<file path="config.mk">
export PLATFORM = sky130hd
export DESIGN_NAME = cisr_bank
export DESIGN_NICKNAME = d
export VERILOG_FILES = /design/src/hw/cisr_pkg.sv /design/src/hw/cisr_bank.sv
export VERILOG_INCLUDE_DIRS = /design/src /design/src/hw
export SDC_FILE = /design/constraint.sdc
export NUM_CORES = 1
export LEC_CHECK = 0
export ABC_AREA = 1
export BUFFER_PORTS_ARGS = -buffer_cell sky130_fd_sc_hd__buf_2
export CORE_MARGIN = 5
export CORE_UTILIZATION = 58
export DETAILED_ROUTE_END_ITERATION = 16
export PLACE_DENSITY_LB_ADDON = 0.12
export REMOVE_ABC_BUFFERS = 1
export SLEW_MARGIN = 20
export SYNTH_ARGS = -nofsm -noshare
export SYNTH_HDL_FRONTEND = slang
export SYNTH_SLANG_ARGS = --single-unit
</file>
<file path="constraint.sdc">
create_clock -name core_clk_i -period 2 [get_ports core_clk_i]
set_input_delay 0.1 -clock core_clk_i [delete_from_list [all_inputs] [get_ports core_clk_i]]
set_output_delay 0.1 -clock core_clk_i [all_outputs]
set_load 0.01 [all_outputs]
</file>
<file path="src/hw/cisr_defs.svh">
/*
 * Constants for the cache identity and virtual identity register bank:
 * access encodings, field positions, fixed field values and reset values.
 * Assumes it is included by bare name from the bank module.
 */
`ifndef CISR_DEFS_SVH
`define CISR_DEFS_SVH

// ==========================================================================
// Access encodings (opcode1, CRn, CRm, opcode2)
// ==========================================================================
`define CISR_CRN_ID 4'h0
`define CISR_CRM_ID 4'h0
`define CISR_CRN_CTL 4'h1
`define CISR_CRM_CTL 4'h0
`define CISR_OP1_HIER 3'h1
`define CISR_OP2_HIER 3'h1
`define CISR_OP1_AUX 3'h1
`define CISR_OP2_AUX 3'h7
`define CISR_OP1_SIZE 3'h1
`define CISR_OP2_SIZE 3'h0
`define CISR_OP1_SEL 3'h2
`define CISR_OP2_SEL 3'h0
`define CISR_OP1_VIRT 3'h4
`define CISR_OP2_VPID 3'h0
`define CISR_OP2_VAFF 3'h5
`define CISR_OP1_MAIN 3'h0
`define CISR_OP2_MAIN 3'h0
`define CISR_OP2_AFF 3'h5
`define CISR_OP1_CTL 3'h0
`define CISR_OP2_CTL 3'h0

// ==========================================================================
// Hierarchy descriptor fields
// ==========================================================================
`define CISR_UU_LEVEL 3'h1
`define CISR_COH_LEVEL 3'h2
`define CISR_IS_LEVEL 3'h1
`define CISR_NO_CACHE 3'h0
`define CISR_L2_TYPE 3'h4
`define CISR_L1_TYPE 3'h3

// ==========================================================================
// Selector fields, size descriptor values and reset values
// ==========================================================================
`define CISR_SEL_LVL_HI 3
`define CISR_SEL_LVL_LO 1
`define CISR_SEL_IND 0
`define CISR_SEL_MASK 32'h0000_000F
`define CISR_LVL1 3'h0
`define CISR_LVL2 3'h1
`define CISR_SIZE_L1D 32'h701F_E00A
`define CISR_SIZE_L1I 32'h201F_E00A
`define CISR_SIZE_L2 32'h707F_E07A
`define CISR_SEL_RESET 32'h0000_0000
`define CISR_VIRT_RESET 32'h0000_0000
`define CISR_CTL_RESET 32'h0000_0000

`endif

</file>
<file path="src/hw/cisr_pkg.sv">
/*
 * Types for the cache identity and virtual identity register bank.
 * Assumes the constants header sits beside it.
 */
package cisr_pkg;
   // =======================================================================
   // Processor modes as seen by the bank
   // =======================================================================
   typedef enum logic [2:0] {
      CISR_MODE_USER = 3'h0,
      CISR_MODE_PRIV = 3'h1,
      CISR_MODE_MON = 3'h2,
      CISR_MODE_HYP = 3'h3
   } cisr_mode_e;
endpackage

</file>
<file path="src/hw/cisr_bank.sv">
/*
 * Register bank for cache hierarchy and size identity, the size selector,
 * the virtual identity overrides and the banked system control register.
 * Assumes the pipeline presents one access at a time with a one-cycle
 * valid strobe, on the core clock, and keeps the mode and security inputs
 * steady during it.
 */
`timescale 1ns/100ps
`default_nettype none
`include "cisr_defs.svh"

// Behaviour
// - Hierarchy uniprocessor unification level reads one
// - Hierarchy coherency level reads two
// - Hierarchy inner shareable unification reads one
// - Levels three to seven report no cache
// - Level two type reports unified
// - Level one type reports split caches
// - Hierarchy read at opcode1 1, opcode2 1
// - Auxiliary identity reads zero, ignores writes
// - Selector banked per security state
// - Selector level field bits three to one
// - Selector bit zero picks instruction cache
// - Selector chooses size descriptor value
// - Selector at opcode1 2, opcode2 0
// - Hierarchy and selector need privilege one
// - Nonsecure main identity reads virtual value outside hypervisor and monitor modes
// - Nonsecure affinity reads virtual value outside hypervisor and monitor modes
// - Virtual identities only hypervisor or monitor nonsecure
// - Virtual identities at opcode1 4, opcode2 0/5
// - Control register banked, read and write
// - Control register needs privilege one
// - Write lock blocks secure control writes
// - Hierarchy read only and shared
module cisr_bank #(
   parameter logic [31:0] MAIN_ID = 32'h0000_0000,
   parameter logic [31:0] AFFINITY = 32'h0000_0000
) (
   // Clock and reset
   input wire logic core_clk_i,
   input wire logic reset_n_i,
   // Access request from the pipeline
   input wire logic acc_valid_i,
   input wire logic acc_write_i,
   input wire logic [2:0] acc_op1_i,
   input wire logic [3:0] acc_crn_i,
   input wire logic [3:0] acc_crm_i,
   input wire logic [2:0] acc_op2_i,
   input wire logic [31:0] acc_wdata_i,
   // Processor state
   input wire cisr_pkg::cisr_mode_e mode_i,
   input wire logic nonsecure_state_bit_i,
   input wire logic secure_sysreg_write_lock_i,
   // Answer
   output logic acc_done_o,
   output logic acc_undef_o,
   output logic [31:0] acc_rdata_o,
   // Current control register copy for the rest of the core
   output logic [31:0] system_control_o
);

   // MAIN_ID and AFFINITY defaults are arbitrary, neutral values.
   if ($bits(MAIN_ID) != 32 || $bits(AFFINITY) != 32) begin : g_id_width
      $error("cisr_bank: identity width must be 32");
   end

   // ========================================================================
   // Decode
   // ========================================================================
   logic is_priv;
   logic is_hyp;
   logic is_mon_ns;
   logic id_grp;
   logic ctl_grp;
   logic hit_hier;
   logic hit_aux;
   logic hit_size;
   logic hit_sel;
   logic hit_vpid;
   logic hit_vaff;
   logic hit_main;
   logic hit_aff;
   logic hit_ctl;
   logic virt_ok;
   logic ns_view;
   logic lock_fault;
   logic acc_fault;
   logic wr_ok;

   assign is_priv = (mode_i != cisr_pkg::CISR_MODE_USER);
   assign is_hyp = (mode_i == cisr_pkg::CISR_MODE_HYP);
   assign is_mon_ns = (mode_i == cisr_pkg::CISR_MODE_MON) &&
      nonsecure_state_bit_i;
   // Accesses in monitor mode always work on the secure copies.
   assign ns_view = nonsecure_state_bit_i &&
      (mode_i != cisr_pkg::CISR_MODE_MON);
   assign id_grp = (acc_crn_i == `CISR_CRN_ID) && (acc_crm_i == `CISR_CRM_ID);
   assign ctl_grp = (acc_crn_i == `CISR_CRN_CTL) &&
      (acc_crm_i == `CISR_CRM_CTL);
   assign hit_hier = id_grp && (acc_op1_i == `CISR_OP1_HIER) &&
      (acc_op2_i == `CISR_OP2_HIER);
   assign hit_aux = id_grp && (acc_op1_i == `CISR_OP1_AUX) &&
      (acc_op2_i == `CISR_OP2_AUX);
   assign hit_size = id_grp && (acc_op1_i == `CISR_OP1_SIZE) &&
      (acc_op2_i == `CISR_OP2_SIZE);
   assign hit_sel = id_grp && (acc_op1_i == `CISR_OP1_SEL) &&
      (acc_op2_i == `CISR_OP2_SEL);
   assign hit_vpid = id_grp && (acc_op1_i == `CISR_OP1_VIRT) &&
      (acc_op2_i == `CISR_OP2_VPID);
   assign hit_vaff = id_grp && (acc_op1_i == `CISR_OP1_VIRT) &&
      (acc_op2_i == `CISR_OP2_VAFF);
   assign hit_main = id_grp && (acc_op1_i == `CISR_OP1_MAIN) &&
      (acc_op2_i == `CISR_OP2_MAIN);
   assign hit_aff = id_grp && (acc_op1_i == `CISR_OP1_MAIN) &&
      (acc_op2_i == `CISR_OP2_AFF);
   assign hit_ctl = ctl_grp && (acc_op1_i == `CISR_OP1_CTL) &&
      (acc_op2_i == `CISR_OP2_CTL);
   assign virt_ok = is_hyp || is_mon_ns;
   assign lock_fault = hit_ctl && acc_write_i && !ns_view &&
      secure_sysreg_write_lock_i;
   // hierarchy, size, main identity and affinity registers refuse writes
   assign acc_fault = acc_valid_i && (
      (!is_priv && (hit_hier || hit_aux || hit_size || hit_sel ||
         hit_main || hit_aff || hit_ctl)) ||
      ((hit_vpid || hit_vaff) && !virt_ok) ||
      (acc_write_i && (hit_hier || hit_size || hit_main || hit_aff)) ||
      lock_fault);
   assign wr_ok = acc_valid_i && acc_write_i && !acc_fault;

   // ========================================================================
   // Storage
   // ========================================================================
   logic [31:0] sel_s_reg;
   logic [31:0] sel_ns_reg;
   logic [31:0] vpid_reg;
   logic [31:0] vaff_reg;
   logic [31:0] ctl_s_reg;
   logic [31:0] ctl_ns_reg;

   always_ff @(posedge core_clk_i or negedge reset_n_i) begin
      if (!reset_n_i) begin
         sel_s_reg <= `CISR_SEL_RESET;
         sel_ns_reg <= `CISR_SEL_RESET;
      end else if (wr_ok && hit_sel) begin
         if (ns_view) begin
            sel_ns_reg <= acc_wdata_i & `CISR_SEL_MASK;
         end else begin
            sel_s_reg <= acc_wdata_i & `CISR_SEL_MASK;
         end
      end
   end

   always_ff @(posedge core_clk_i or negedge reset_n_i) begin
      if (!reset_n_i) begin
         vpid_reg <= `CISR_VIRT_RESET;
         vaff_reg <= `CISR_VIRT_RESET;
      end else if (wr_ok) begin
         if (hit_vpid) begin
            vpid_reg <= acc_wdata_i;
         end
         if (hit_vaff) begin
            vaff_reg <= acc_wdata_i;
         end
      end
   end

   always_ff @(posedge core_clk_i or negedge reset_n_i) begin
      if (!reset_n_i) begin
         ctl_s_reg <= `CISR_CTL_RESET;
         ctl_ns_reg <= `CISR_CTL_RESET;
      end else if (wr_ok && hit_ctl) begin
         if (ns_view) begin
            ctl_ns_reg <= acc_wdata_i;
         end else begin
            ctl_s_reg <= acc_wdata_i;
         end
      end
   end

   // ========================================================================
   // Read data
   // ========================================================================
   logic [31:0] hier_val;
   logic [31:0] sel_cur;
   logic [31:0] size_val;
   logic [31:0] rd_next;

   // fixed hierarchy fields, top bits zero
   assign hier_val = {2'b00, `CISR_UU_LEVEL, `CISR_COH_LEVEL, `CISR_IS_LEVEL,
      `CISR_NO_CACHE, `CISR_NO_CACHE, `CISR_NO_CACHE, `CISR_NO_CACHE,
      `CISR_NO_CACHE, `CISR_L2_TYPE, `CISR_L1_TYPE};
   assign sel_cur = ns_view ? sel_ns_reg : sel_s_reg;

   always_comb begin
      size_val = 32'h0000_0000;
      case (sel_cur[`CISR_SEL_LVL_HI:`CISR_SEL_LVL_LO])
         `CISR_LVL1: begin
            size_val = sel_cur[`CISR_SEL_IND] ? `CISR_SIZE_L1I :
               `CISR_SIZE_L1D;
         end
         `CISR_LVL2: begin
            // There is no level two instruction cache to describe.
            size_val = sel_cur[`CISR_SEL_IND] ? 32'h0000_0000 :
               `CISR_SIZE_L2;
         end
         default: begin
            size_val = 32'h0000_0000;
         end
      endcase
   end

   always_comb begin
      rd_next = 32'h0000_0000;
      if (hit_hier) begin
         rd_next = hier_val;
      end else if (hit_size) begin
         rd_next = size_val;
      end else if (hit_sel) begin
         rd_next = sel_cur;
      end else if (hit_vpid) begin
         rd_next = vpid_reg;
      end else if (hit_vaff) begin
         rd_next = vaff_reg;
      end else if (hit_main) begin
         rd_next = (ns_view && !is_hyp) ? vpid_reg : MAIN_ID;
      end else if (hit_aff) begin
         rd_next = (ns_view && !is_hyp) ? vaff_reg : AFFINITY;
      end else if (hit_ctl) begin
         rd_next = ns_view ? ctl_ns_reg : ctl_s_reg;
      end else if (hit_aux) begin
         rd_next = 32'h0000_0000;
      end
   end

   // ========================================================================
   // Answer
   // ========================================================================
   // Faulted and write accesses return zero data so no state leaks out.
   always_ff @(posedge core_clk_i or negedge reset_n_i) begin
      if (!reset_n_i) begin
         acc_done_o <= 1'b0;
         acc_undef_o <= 1'b0;
         acc_rdata_o <= 32'h0000_0000;
      end else begin
         acc_done_o <= acc_valid_i;
         acc_undef_o <= acc_fault;
         acc_rdata_o <= (acc_valid_i && !acc_write_i && !acc_fault) ?
            rd_next : 32'h0000_0000;
      end
   end

   always_ff @(posedge core_clk_i or negedge reset_n_i) begin
      if (!reset_n_i) begin
         system_control_o <= `CISR_CTL_RESET;
      end else begin
         system_control_o <= nonsecure_state_bit_i ? ctl_ns_reg : ctl_s_reg;
      end
   end
endmodule
`default_nettype wire

</file>
==> results.cfg <==
[placement]
place_area_sq_um = 10330
port_buffer_cells = 120
finalWeightedCongestion = 0.8976
detailed_place_hpwl_mm = 15.82
place.detailed.instances = 1419
pre_cts_ws_ps = 11.07

[clock_network]
numClockSinks = 202
clk_pin_slew_ps = 60
postCtsResizedCells = 0
htree_levels = 1
tritoncts = done
ctsLongestPathBuffers = 3
cts_made_buffers = 22
clk_root_buffer_cell = clkbuf_16
clk-insertion-delay-late_ps = 490

[grt]
grt_overflow_total = 0
grt_pass1_wl_mm = 39.99
track_usage = 0.2720
grt_start_max_net_pins = 63
antenna_found_initial = 0
first_global_vias = 7659

[detailed_routing]
post-route-drc-count = 0
detail_route.wl_per_cell_um = 16.76
via_count = 8043
violation_count_after_the_first_detailed_route_iteration = 639
dr.pass1.iters = 5
wirelength_mm = 24.94
antenna_left = 0
post_drt_via_cell_ratio = 5.405

[floorplan]
die_width_um = 136.3
fp.coreArea_sq_um = 15770
vert_die_dim_um = 136.3
top_level_ports = 121
initial_core_utilization = 0.5870
die-area_sq_um = 18590
num_rows = 46

[setup_path]
critical-path-max-stage-delay_ps = 380
critical_path_peak_fanout = 10
worst-r2r-setup-slack_ps = 230
path_class = reg2reg
crit_end = acc_rdata_o[17]
required_time_at_the_endpoint_of_the_critical_path_ps = 2410
launching_point_of_the_worst_reg2reg_path = sel_ns_reg[2]
rr_worst_depth = 6
crit_path_cell_trace = or2_2, o21ai_0, nand3_1, nand3_1, nand4_4, nor2_1
setup.worst_path.start_class = flop
cp-startpoint = sel_ns_reg[2]
worst_r2r_endpoint = acc_rdata_o[17]
critical-path-top-cell-by-count = nand3_1
worstPathArrival_ps = 2180
critical_path.endpoint_type = flop
crit_path_top_delay_cell = dfrtp_1

[synth]
post_synth.cell_area_avg_sq_um = 8.484
synth_cells = 1091
synth-compound-area-share = 0.1160
combinational_family_with_the_most_area_after_synthesis = simple AND/OR/NAND/NOR gates
synth_area_sq_um = 9256
post_synth_num_cell_types = 33
share_of_cell_area_taken_by_muxes_after_synthesis = 0
post_synth_and_or_nand_nor_area_fraction = 0.2662
synth-warning-count = 0
synthXorXnorAreaFrac = 0
flip_flop_and_latch_count_after_synthesis = 202
synth.yosys.seq_area_share = 0.5461
post_synth_fa_ha_maj_area_fraction = 0

[layout]
instances_no_fill = 1488
num-nets-final = 1316
drive_gt1_frac = 0.2083
post-route-cell-area_sq_um = 11350
area_growth_syn_to_layout_pct = 22.65
n_antenna_cell = 0

[sta]
max_clock_freq_mhz = 565.3
finalCriticalPeriod_ps = 1769
unrepaired_setup_endpoints_after_global_routing = false
setup_ws_ps = 231.2
clock_skew_ps = 5.872
timing.final.max_slew_violations = 0
slew_at_the_pin_closest_to_its_max_slew_limit_ps = 622.0
finalHoldViolations = 0
setup_viol = 0
finalSetupTns_ps = 0
portion_of_the_clock_cycle_consumed_by_the_worst_path_in_the_final_layout = 0.8844
slew-limit-headroom = 0.5842

[power_and_ir_drop]
p_total_mw = 8.440
leakage_nw = 5.977
power_density_nw_per_um2 = 743.4
irDropWorstVdd_uv = 660.6

[status]
run_status = finished, final reports clean

[hold_path]
worst_hold_path_cell_count = 3
worstHoldPathType = in2reg

[job]
maxCapViolations = 0
-- layout make-up --
| cell class | instances | area (sq um) |
|---|---|---|
| timing repair buffer | 203 | 1468 |
| clock inverter | 4 | 47.55 |
| multi-input combinational | 742 | 3540 |
| tap | 216 | 270.3 |
| fill | 1240 | 4417 |
| clock buffer | 31 | 635.6 |
| inverter | 90 | 337.8 |
| sequential | 202 | 5055 |
-- power by group --
| group | leakage, nW | internal [mW] | switching [mW] | total, mW |
|---|---|---|---|---|
| sequential | 2.82 | 4.09 | 0.00188 | 4.09 |
| clock | 0.333 | 2.32 | 1.55 | 3.87 |
| combinational | 2.82 | 0.156 | 0.321 | 0.477 |
| total | 5.98 | 6.57 | 1.87 | 8.44 |
-- cells in the mapped netlist --
library cell | count | share of area
nand4_4 | 1 | 0.0023
inv_1 | 87 | 0.035
dfrtp_1 | 202 | 0.55
a21oi_2 | 1 | 0.00095
nor2_4 | 3 | 0.0036
buf_6 | 6 | 0.0073
nand2_1 | 363 | 0.15
buf_1 | 2 | 0.00081
nor2_2 | 2 | 0.0014
nand3_2 | 5 | 0.0054
o2111ai_1 | 2 | 0.0019
a21oi_1 | 14 | 0.0076
nand3_1 | 104 | 0.056
nand3_4 | 1 | 0.0019
buf_2 | 21 | 0.011
nor3_1 | 19 | 0.010
clkinv_1 | 1 | 0.00041
a22oi_1 | 4 | 0.0032
buf_4 | 8 | 0.0065
o211ai_1 | 20 | 0.016
buf_8 | 1 | 0.0016
a31oi_1 | 5 | 0.0034
nor2_1 | 51 | 0.021
clkbuf_1 | 19 | 0.0077
nand2_2 | 10 | 0.0068
a211oi_1 | 10 | 0.0081
nand4_1 | 4 | 0.0027
o21ai_2 | 32 | 0.030
o21ai_0 | 82 | 0.044
nand4_2 | 2 | 0.0027
inv_2 | 2 | 0.00081
nand3b_1 | 2 | 0.0016
or2_2 | 5 | 0.0034
-- cells by family after synthesis --
family	Yosys count
compound gates	170
buf+inv	147
flops	202
simple gates	572
-- stage by stage --
step / utilization / hold WS (ps)
after floorplan: - / -195.6
after global placement: 0.6550 / 124.4
after detailed placement: 0.6550 / 126.0
after CTS: 0.7199 / 19.48
after global routing: 0.7199 / 39.39
final: 0.7199 / 21.74
-- cell usage in the layout, fill, tap and decap left out, types with 3 or more instances in the layout --
master,count
dlygate4sd3_1,34
inv_1,86
nand4_1,4
dfrtp_1,202
clkbuf_8,4
nand3_1,104
o21ai_0,82
buf_12,12
clkbuf_1,5
inv_2,3
nor2_1,51
buf_2,119
nor3_1,19
a31oi_1,5
nand3_2,5
nor2_4,3
nand2_1,362
o211ai_1,20
a22oi_1,4
clkbuf_16,23
or2_2,5
nand2_2,11
a211oi_1,10
buf_4,37
o21ai_2,32
a21oi_1,14
-- routing by layer --
layer  vias up  global-route usage  share of wire
met3        37             0.03775          0.070
met2       336              0.4315           0.46
met5         -                   0              0
met4         0             0.06775          0.018
met1      3796              0.3993           0.45
li1       3874                   -              -
-- worst max-delay path: cells and delay by family, from the launching register on --
| family | cells | cell delay (ps) |
|---|---|---|
| and+or+nand+nor | 5 | 1120 |
| AOI/OAI and AO/OA | 1 | 170 |
| DFF | 1 | 380 |
-- repair_timing --
action,4_1_cts,5_1_grt
endpoints found under the hold margin,195,0
hold buffers,34,0
setup buffers,0,0
-- worst min path at each step --
stage | slack [ps] | from | endpoint
5_1_grt | 40 | nonsecure_state_bit_i | system_control_o[31]
3_3_place_gp | 120 | reset_n_i | acc_rdata_o[17]
3_5_place_dp | 130 | reset_n_i | acc_rdata_o[17]
4_1_cts | 20 | nonsecure_state_bit_i | system_control_o[24]
6_report | 20 | nonsecure_state_bit_i | system_control_o[31]
2_1_floorplan | -200 | reset_n_i | acc_done_o
Power figures use the tool's default switching activity.
